**config.mk**
```make
export PLATFORM = sky130hd
export DESIGN_NAME = isp_sensor_port_flat
export DESIGN_NICKNAME = d
export VERILOG_FILES = /design/src/rtl/isp_pkg.sv /design/src/rtl/isp_link_if.sv /design/src/rtl/isp_sensor_port.sv /design/src/flat_wrapper.sv
export SDC_FILE = /design/constraint.sdc
export NUM_CORES = 2
export LEC_CHECK = 0
export BUFFER_PORTS_ARGS = -buffer_cell sky130_fd_sc_hd__clkbuf_2
export CORE_MARGIN = 3
export CORE_UTILIZATION = 30
export DETAILED_ROUTE_END_ITERATION = 16
export PLACE_DENSITY_LB_ADDON = 0.25
export SYNTH_ARGS = -nofsm -noshare
export SYNTH_HDL_FRONTEND = slang
export SYNTH_SLANG_ARGS = --single-unit
```
**constraint.sdc**
```tcl
create_clock -name core_clk -period 2.8 [get_ports core_clk]
set_input_delay 0.28 -clock core_clk [delete_from_list [all_inputs] [get_ports core_clk]]
set_output_delay 0.28 -clock core_clk [all_outputs]
set_load 0.02 [all_outputs]
```
**src/rtl/isp_pkg.sv**
```systemverilog
// Package with constants shared by the sensor port and the master end.
package isp_pkg;
	localparam int          CLK_HZ          = 100000000;
	localparam int          FRAME_BITS      = 16;
	localparam int          ADDR_BITS       = 7;
	localparam int          RATE_MILLI_SPS  = 819200;
	localparam int          SAMPLE_CYCLES   = int'((64'(CLK_HZ) * 1000) / RATE_MILLI_SPS);
	localparam int          BACKUP_MS       = 50;
	localparam int          BACKUP_CYCLES   = int'((64'(CLK_HZ) * BACKUP_MS) / 1000);
	localparam int          NORMAL_SCLK_HZ  = 2000000;
	localparam int          BURST_SCLK_HZ   = 1000000;
	localparam int          LOWPWR_SCLK_HZ  = 300000;
	localparam int          DRDY_CYCLES     = 4;
	localparam int          WORD_COUNT      = 64;
	localparam logic [6:0]  FLASH_WRITE_COUNTER_ADDR  = 7'h00;
	localparam logic [6:0]  OUT_FIRST_ADDR  = 7'h02;
	localparam logic [6:0]  OUT_LAST_ADDR   = 7'h16;
	localparam int          BURST_WORDS     = 11;
	localparam logic [6:0]  RW_FIRST_ADDR   = 7'h1A;
	localparam logic [6:0]  RW_LAST_ADDR    = 7'h3F;
	localparam logic [6:0]  GLOBAL_CMD_ADDR = 7'h3E;
	localparam int          BACKUP_BIT      = 3;
	localparam logic [15:0] BURST_FRAME     = 16'h3E00;
	localparam logic [15:0] BACKUP_FRAME    = 16'hBE08;
	localparam logic [15:0] SMPL_RESET      = 16'h0001;
	localparam logic [6:0]  SMPL_ADDR       = 7'h36;
	localparam logic [15:0] MSC_RESET       = 16'h0006;
	localparam logic [6:0]  MSC_ADDR        = 7'h34;
	localparam logic [15:0] AVG_RESET       = 16'h0402;
	localparam logic [6:0]  AVG_ADDR        = 7'h38;
endpackage : isp_pkg

```
**src/rtl/isp_link_if.sv**
```systemverilog
// Interface carrying the four SPI wires and the data ready pin.
`timescale 1ns/1ps
interface isp_link_if;
	logic sclk;
	logic csN;
	logic mosi;
	logic miso;
	logic dataReadyPin;

	// Master drives clock, select and data in; sensor drives data out.
	modport sensor (input sclk, input csN, input mosi, output miso, output dataReadyPin);
	modport master (output sclk, output csN, output mosi, input miso, input dataReadyPin);
endinterface : isp_link_if

```
**src/rtl/isp_sensor_port.sv**
```systemverilog
// Sensor end: autonomous sampling, register file and SPI slave port.
`timescale 1ns/1ps
module isp_sensor_port
	import isp_pkg::*;
#(
	parameter int SAMPLE_PERIOD = SAMPLE_CYCLES,
	parameter int BACKUP_TIME   = BACKUP_CYCLES
) (
	input  wire logic        core_clk,
	input  wire logic        reset,
	isp_link_if.sensor       link,
	input  wire logic [15:0] sampleWords [BURST_WORDS],
	output logic             backupBusy,
	output logic             sampleStrobe
);
	typedef enum logic [1:0] {ST_IDLE, ST_SHIFT, ST_DONE} isp_slave_type;

	logic [2:0]  sclkSync_reg;
	logic [2:0]  csSync_reg;
	logic [2:0]  mosiSync_reg;
	logic        sclkStable_reg;
	logic        csStable_reg;
	logic [15:0] regs_reg [WORD_COUNT];
	logic [31:0] sampleCnt_reg;
	logic [31:0] backupCnt_reg;
	logic [2:0]  drdyCnt_reg;
	logic        drdy_reg;
	logic [15:0] shiftIn_reg;
	logic [15:0] shiftOut_reg;
	logic [4:0]  bitCnt_reg;
	logic        miso_reg;
	logic [15:0] readNext_reg;
	logic [3:0]  burstIdx_reg;
	logic        burstOn_reg;
	isp_slave_type state_reg;
	logic        sclkRise;
	logic        sclkFall;
	logic        frameEnd;
	logic [6:0]  rxAddr;
	logic        writeOk;

	// Pins pass three flops; a clock or select change counts once stages two and three agree.
	always_ff @(posedge core_clk) begin
		sclkSync_reg <= {sclkSync_reg[1:0], link.sclk};
		csSync_reg   <= {csSync_reg[1:0], link.csN};
		mosiSync_reg <= {mosiSync_reg[1:0], link.mosi};
		if (reset) begin
			sclkStable_reg <= 1'b1;
			csStable_reg   <= 1'b1;
		end else begin
			if (sclkSync_reg[1] == sclkSync_reg[2]) sclkStable_reg <= sclkSync_reg[2];
			if (csSync_reg[1] == csSync_reg[2]) csStable_reg <= csSync_reg[2];
		end
	end

	// Edge detection on the filtered clock, gated by an active select.
	always_comb begin
		sclkRise = (sclkSync_reg[1] == sclkSync_reg[2]) && sclkSync_reg[2] && !sclkStable_reg
			&& !csStable_reg;
		sclkFall = (sclkSync_reg[1] == sclkSync_reg[2]) && !sclkSync_reg[2] && sclkStable_reg
			&& !csStable_reg;
		frameEnd = (state_reg == ST_DONE);
		rxAddr   = shiftIn_reg[14:8];
		writeOk  = shiftIn_reg[15] && (rxAddr >= RW_FIRST_ADDR) && (rxAddr <= RW_LAST_ADDR);
	end

	always_ff @(posedge core_clk) begin
		if (reset || sampleCnt_reg >= 32'(SAMPLE_PERIOD - 1)) sampleCnt_reg <= '0;
		else sampleCnt_reg <= sampleCnt_reg + 32'h1;
	end

	// Data ready pulse after the output load.
	always_ff @(posedge core_clk) begin
		if (reset) begin
			drdyCnt_reg  <= '0;
			drdy_reg     <= 1'b0;
			sampleStrobe <= 1'b0;
		end else begin
			sampleStrobe <= (sampleCnt_reg == 32'(SAMPLE_PERIOD - 1));
			if (sampleStrobe) begin
				drdyCnt_reg <= 3'(DRDY_CYCLES);
				drdy_reg    <= 1'b1;
			end else if (drdyCnt_reg != 3'h0) begin
				drdyCnt_reg <= drdyCnt_reg - 3'h1;
				drdy_reg    <= (drdyCnt_reg != 3'h1);
			end
		end
	end
	assign link.dataReadyPin = drdy_reg;

	// Register file: sample load, byte writes, flash counter.
	always_ff @(posedge core_clk) begin
		if (reset) begin
			for (int i = 0; i < WORD_COUNT; i++) regs_reg[i] <= 16'h0000;
			regs_reg[SMPL_ADDR[6:1]] <= SMPL_RESET;
			regs_reg[MSC_ADDR[6:1]]  <= MSC_RESET;
			regs_reg[AVG_ADDR[6:1]]  <= AVG_RESET;
		end else begin
			if (sampleCnt_reg == 32'(SAMPLE_PERIOD - 1)) begin
				for (int i = 0; i < BURST_WORDS; i++)
					regs_reg[int'(OUT_FIRST_ADDR[6:1]) + i] <= sampleWords[i];
			end
			if (frameEnd && writeOk && rxAddr != GLOBAL_CMD_ADDR) begin
				if (rxAddr[0]) regs_reg[rxAddr[6:1]][15:8] <= shiftIn_reg[7:0];
				else regs_reg[rxAddr[6:1]][7:0] <= shiftIn_reg[7:0];
			end
			if (backupCnt_reg == 32'h1) regs_reg[FLASH_WRITE_COUNTER_ADDR[6:1]] <=
				regs_reg[FLASH_WRITE_COUNTER_ADDR[6:1]] + 16'h0001;
		end
	end

	always_ff @(posedge core_clk) begin
		if (reset) begin
			backupCnt_reg <= '0;
			backupBusy    <= 1'b0;
		end else if (frameEnd && writeOk && rxAddr == GLOBAL_CMD_ADDR
				&& shiftIn_reg[BACKUP_BIT] && backupCnt_reg == 32'h0) begin
			backupCnt_reg <= 32'(BACKUP_TIME);
			backupBusy    <= 1'b1;
		end else if (backupCnt_reg != 32'h0) begin
			backupCnt_reg <= backupCnt_reg - 32'h1;
			backupBusy    <= (backupCnt_reg != 32'h1);
		end
	end

	// Slave frame engine in mode 3.
	always_ff @(posedge core_clk) begin
		if (reset) begin
			state_reg    <= ST_IDLE;
			bitCnt_reg   <= '0;
			shiftIn_reg  <= '0;
			shiftOut_reg <= '0;
			miso_reg     <= 1'b1;
			readNext_reg <= '0;
			burstIdx_reg <= '0;
			burstOn_reg  <= 1'b0;
		end else begin
			unique case (state_reg)
				ST_IDLE: begin
					if (!csStable_reg) begin
						state_reg    <= ST_SHIFT;
						bitCnt_reg   <= '0;
						shiftOut_reg <= readNext_reg;
						miso_reg     <= readNext_reg[15];
					end
				end
				ST_SHIFT: begin
					if (sclkRise) begin
						shiftIn_reg <= {shiftIn_reg[14:0], mosiSync_reg[2]};
						bitCnt_reg  <= bitCnt_reg + 5'h1;
					end
					if (sclkFall && bitCnt_reg != 5'h0) begin
						shiftOut_reg <= {shiftOut_reg[14:0], 1'b0};
						miso_reg     <= shiftOut_reg[14];
					end
					if (csStable_reg || (bitCnt_reg == 5'(FRAME_BITS) && sclkFall))
						state_reg <= ST_DONE;
				end
				ST_DONE: begin
					state_reg <= csStable_reg ? ST_IDLE : ST_SHIFT;
					bitCnt_reg <= '0;
					if (bitCnt_reg == 5'(FRAME_BITS) && shiftIn_reg == BURST_FRAME) begin
						burstOn_reg  <= 1'b1;
						burstIdx_reg <= 4'h1;
						readNext_reg <= regs_reg[OUT_FIRST_ADDR[6:1]];
					end else if (burstOn_reg && burstIdx_reg < 4'(BURST_WORDS)) begin
						burstIdx_reg <= burstIdx_reg + 4'h1;
						readNext_reg <= regs_reg[6'(OUT_FIRST_ADDR[6:1]) + 6'(burstIdx_reg)];
					end else if (bitCnt_reg == 5'(FRAME_BITS) && !shiftIn_reg[15]) begin
						burstOn_reg  <= 1'b0;
						readNext_reg <= regs_reg[rxAddr[6:1]];
					end else begin
						burstOn_reg  <= 1'b0;
						readNext_reg <= 16'h0000;
					end
					if (!csStable_reg) begin
						shiftOut_reg <= readNext_reg;
						miso_reg     <= 1'b0;
					end
				end
				default: state_reg <= ST_IDLE;
			endcase
		end
	end
	assign link.miso = miso_reg;
endmodule : isp_sensor_port

```
**src/flat_wrapper.sv**
```systemverilog
// flat-port wrapper written by rule: the top's interface ports become plain ports
module isp_sensor_port_flat import isp_pkg::*;
#(
	parameter int SAMPLE_PERIOD = SAMPLE_CYCLES,
	parameter int BACKUP_TIME   = BACKUP_CYCLES
)
  (core_clk, reset, sampleWords, backupBusy, sampleStrobe, link_sclk, link_csN, link_mosi, link_miso, link_dataReadyPin);
  isp_link_if link_i ();
  input  wire logic core_clk;
  input  wire logic reset;
  input  wire logic [15:0] sampleWords[BURST_WORDS];
  output logic backupBusy;
  output logic sampleStrobe;
  input wire logic [$bits(link_i.sclk)-1:0] link_sclk;
  input wire logic [$bits(link_i.csN)-1:0] link_csN;
  input wire logic [$bits(link_i.mosi)-1:0] link_mosi;
  output wire logic [$bits(link_i.miso)-1:0] link_miso;
  output wire logic [$bits(link_i.dataReadyPin)-1:0] link_dataReadyPin;
  assign link_i.sclk = link_sclk;
  assign link_i.csN = link_csN;
  assign link_i.mosi = link_mosi;
  assign link_miso = link_i.miso;
  assign link_dataReadyPin = link_i.dataReadyPin;
  isp_sensor_port #(.SAMPLE_PERIOD(SAMPLE_PERIOD), .BACKUP_TIME(BACKUP_TIME)) u_core (.core_clk(core_clk), .reset(reset), .link(link_i), .sampleWords(sampleWords), .backupBusy(backupBusy), .sampleStrobe(sampleStrobe));
endmodule
```
==> results_dict.tcl <==
set metrics [dict create \
    critPathRequiredTime_ns 3.42 \
    drv_slew 0 \
    path_clk_slew_ns 0.06 \
    clkLatencyLatePin_ns 0.76 \
    max-vdd-ir-drop_v 0.000501 \
    gp_congestion 0.822 \
    vias_per_cell 4.59 \
    die_area_um2 178000 \
    fin_util_pct 37.9 \
    min_path_type "primary input to flip-flop" \
    endpoint "u_core.readNext_reg[15]$_SDFFE_PP0N_" \
    path_class "flip-flop to flip-flop" \
    post_drt_wl_per_cell_um 20.2 \
    status "finished, final reports clean" \
    drt_iter0_drc 2515 \
    drt_pass1_iterations 5 \
    maxCapViolCount 0 \
    row_count 152 \
    largest_reg_flops 1024 \
    hold_violations 0 \
    synth_common_cells "1024 x edfxtp_1, 514 x mux2i_1, 463 x and2_1" \
    cts_num_sinks 1171 \
    tightest_slew_ns 0.956 \
    htreeDepth 4 \
    crit_start "u_core.burstIdx_reg[0]$_SDFFE_PP0P_" \
    synth_cells 3787 \
    ff2ff_setup_slack_ns 0.09 \
    fin_nets 4948 \
    endpoint_kind "flip-flop" \
    die_h_um 422 \
    total_power_mw 42.1 \
    via_count 32900 \
    synth_area_leader_cell "edfxtp_1" \
    syn2layout_area_growth_pct 25.4 \
    p_leak_nw 22.9 \
    seq_area_frac_synth_pct 64.8 \
    drive_above_1_share_pct 15.2 \
    worstHoldPathCells 3 \
    ios 185 \
    dp_slack_ns -0.234 \
    rsz0062_at_grt "no" \
    dp_hpwl_um 95300 \
    clk_path_buf_depth 3 \
    finalWirelength_um 145000 \
    fmax_mhz 369 \
    worstPathMaxFanout 32 \
    powerDensity_nw_per_um2 645 \
    yosys.cell_count.top_type "edfxtp_1" \
    cts_setup_buffers 0 \
    fin_crit_ns 2.71 \
    ant_nets 0 \
    setup_violations 0 \
    start_kind "flip-flop" \
    cp.arrival_ns 3.33 \
    port-buffer-count 184 \
    r2r-start "u_core.burstIdx_reg[0]$_SDFFE_PP0P_" \
    grt_pass1_wl_um 214000 \
    overflow 0 \
    avgSynthCellArea_um2 13.7 \
    finClkSkew_ns 0.0342 \
    r2r_end "u_core.readNext_reg[15]$_SDFFE_PP0N_" \
    synth_area_leaders "edfxtp_1 59%, mux2i_1 9.9%, dfxtp_1 5.7%, and2_1 5.6%, a22oi_1 3.0%" \
    globalRouteTotalUtil_pct 15.9 \
    ys.flop_type "edfxtp_1" \
    synth_edf_count 1024 \
    ys_warn_count 0 \
    min_period_over_period_pct 96.9 \
    die_w_um 422 \
    setup_ws_ns 0.0879 \
    cts_tree "yes" \
    syn-cell-area_um2 52000 \
    async_flop_share_pct 0 \
    drc_errors 0 \
    worst-r2r-cell-count 8 \
    synth_cell_types 66 \
    initial_utilization_pct 30.3 \
    grt_pass1_vias 33800 \
    slew_headroom_pct 36.2 \
    grt_max_degree 154 \
    ys_ff_latch 1171 \
    antenna_found_initial 6 \
    cts_buffers 134 \
    clock-root-buffer "clkbuf_16" \
    synth.top_cell.area_share_pct 59.1 \
    core_area_um2 172000 \
]
cell usage in the layout, fill, tap and decap left out, types with 30 or more instances in the layout:
| cell | n |
|---|---|
| o21ai_0 | 76 |
| nand4_1 | 30 |
| xor2_1 | 31 |
| buf_12 | 44 |
| mux2i_1 | 514 |
| dlygate4sd3_1 | 179 |
| nor2_1 | 148 |
| a22oi_1 | 211 |
| buf_4 | 208 |
| edfxtp_1 | 1024 |
| mux4_2 | 64 |
| a21oi_1 | 101 |
| conb_1 | 551 |
| and2_1 | 462 |
| clkbuf_16 | 139 |
| nand3_1 | 84 |
| dfxtp_1 | 145 |
| nand2_1 | 134 |
| clkbuf_2 | 183 |
| nor3_1 | 66 |
how the worst min path moves through the flow:
| stage | end | slack, ns | start |
|---|---|---|---|
| after global placement | u_core.sclkSync_reg[1]$_DFF_P_ | 0.32 | u_core.sclkSync_reg[0]$_DFF_P_ |
| final | u_core.bitCnt_reg[0]$_SDFFE_PP0P_ | 0.06 | reset |
| after detailed placement | u_core.sclkSync_reg[1]$_DFF_P_ | 0.32 | u_core.sclkSync_reg[0]$_DFF_P_ |
| after global routing | u_core.bitCnt_reg[0]$_SDFFE_PP0P_ | 0.05 | reset |
| after CTS | u_core.bitCnt_reg[0]$_SDFFE_PP0P_ | 0.02 | reset |
| after floorplan | u_core.csSync_reg[0]$_DFF_P_ | 0.31 | link_csN |
logic make-up (layout without fill, tap and decap cells):
| kind of cell | count (synthesis) | in the layout | synth area share [%] |
|---|---|---|---|
| adder cells (fa/ha/maj) | 19 | 19 | 0.457 |
| AND/OR/NAND/NOR | 1041 | 1041 | 11.0 |
| XOR/XNOR | 57 | 57 | 0.960 |
| multiplexers | 578 | 578 | 12.7 |
| flip-flops | 1171 | 1171 | 64.8 |
| AO/OA/AOI/OAI | 556 | 556 | 7.29 |
| buffers and inverters | 364 | 882 | 2.83 |
| other | 1 | 556 | 0.00721 |
timing repair:
action / CTS / global route
setup endpoints to repair: 2 / 3
cloned: 0 / 1
hold buffers: 179 / 0
hold endpoints to repair: 179 / 0
resized for setup: 3 / 4
final cells by class:
| class | count | area [um^2] |
|---|---|---|
| diodes | 5 | 12.5 |
| clock buffers | 172 | 3670 |
| clock inverters | 71 | 643 |
| fillers | 16400 | 107000 |
| inverters | 22 | 82.6 |
| multi-input cells | 2802 | 19000 |
| flip-flops and latches | 1171 | 33700 |
| well taps | 2310 | 2890 |
| repair buffers | 617 | 5220 |
worst max-delay path: stages, from the launching register on:
cell and delay (ns):
dfxtp_4 0.36, buf_4 0.22, buf_4 0.50, mux4_2 0.39, nand2_1 0.08, a21boi_0 0.17, a2111oi_2 0.56, buf_4 0.21
a221oi_1 0.06
power breakdown:
part | switching [mW] | internal (mW)
Sequential | 0.600 | 20.2
Combinational | 2.38 | 1.72
Clock | 7.22 | 9.89
Total | 10.2 | 31.9
per-layer routing:
metal	GRT usage, %	wire length (um)
met2	27.6	73100
met5	0	0
met4	6.62	5290
met3	2.41	5860
met1	19.8	60700
through the flow:
step	hold WS [ns]	cells	TNS [ns]	cell area [um^2]
CTS	0.0248	7164	0	65200
global placement	0.315	6742	-0.313	59100
floorplan	0.308	4337	-1.77	54100
detailed placement	0.317	6742	-0.330	59100
finish	0.0643	7170	0	65200
global route	0.0525	7168	0	65200
Note: power is estimated with default switching activity, not from simulation.
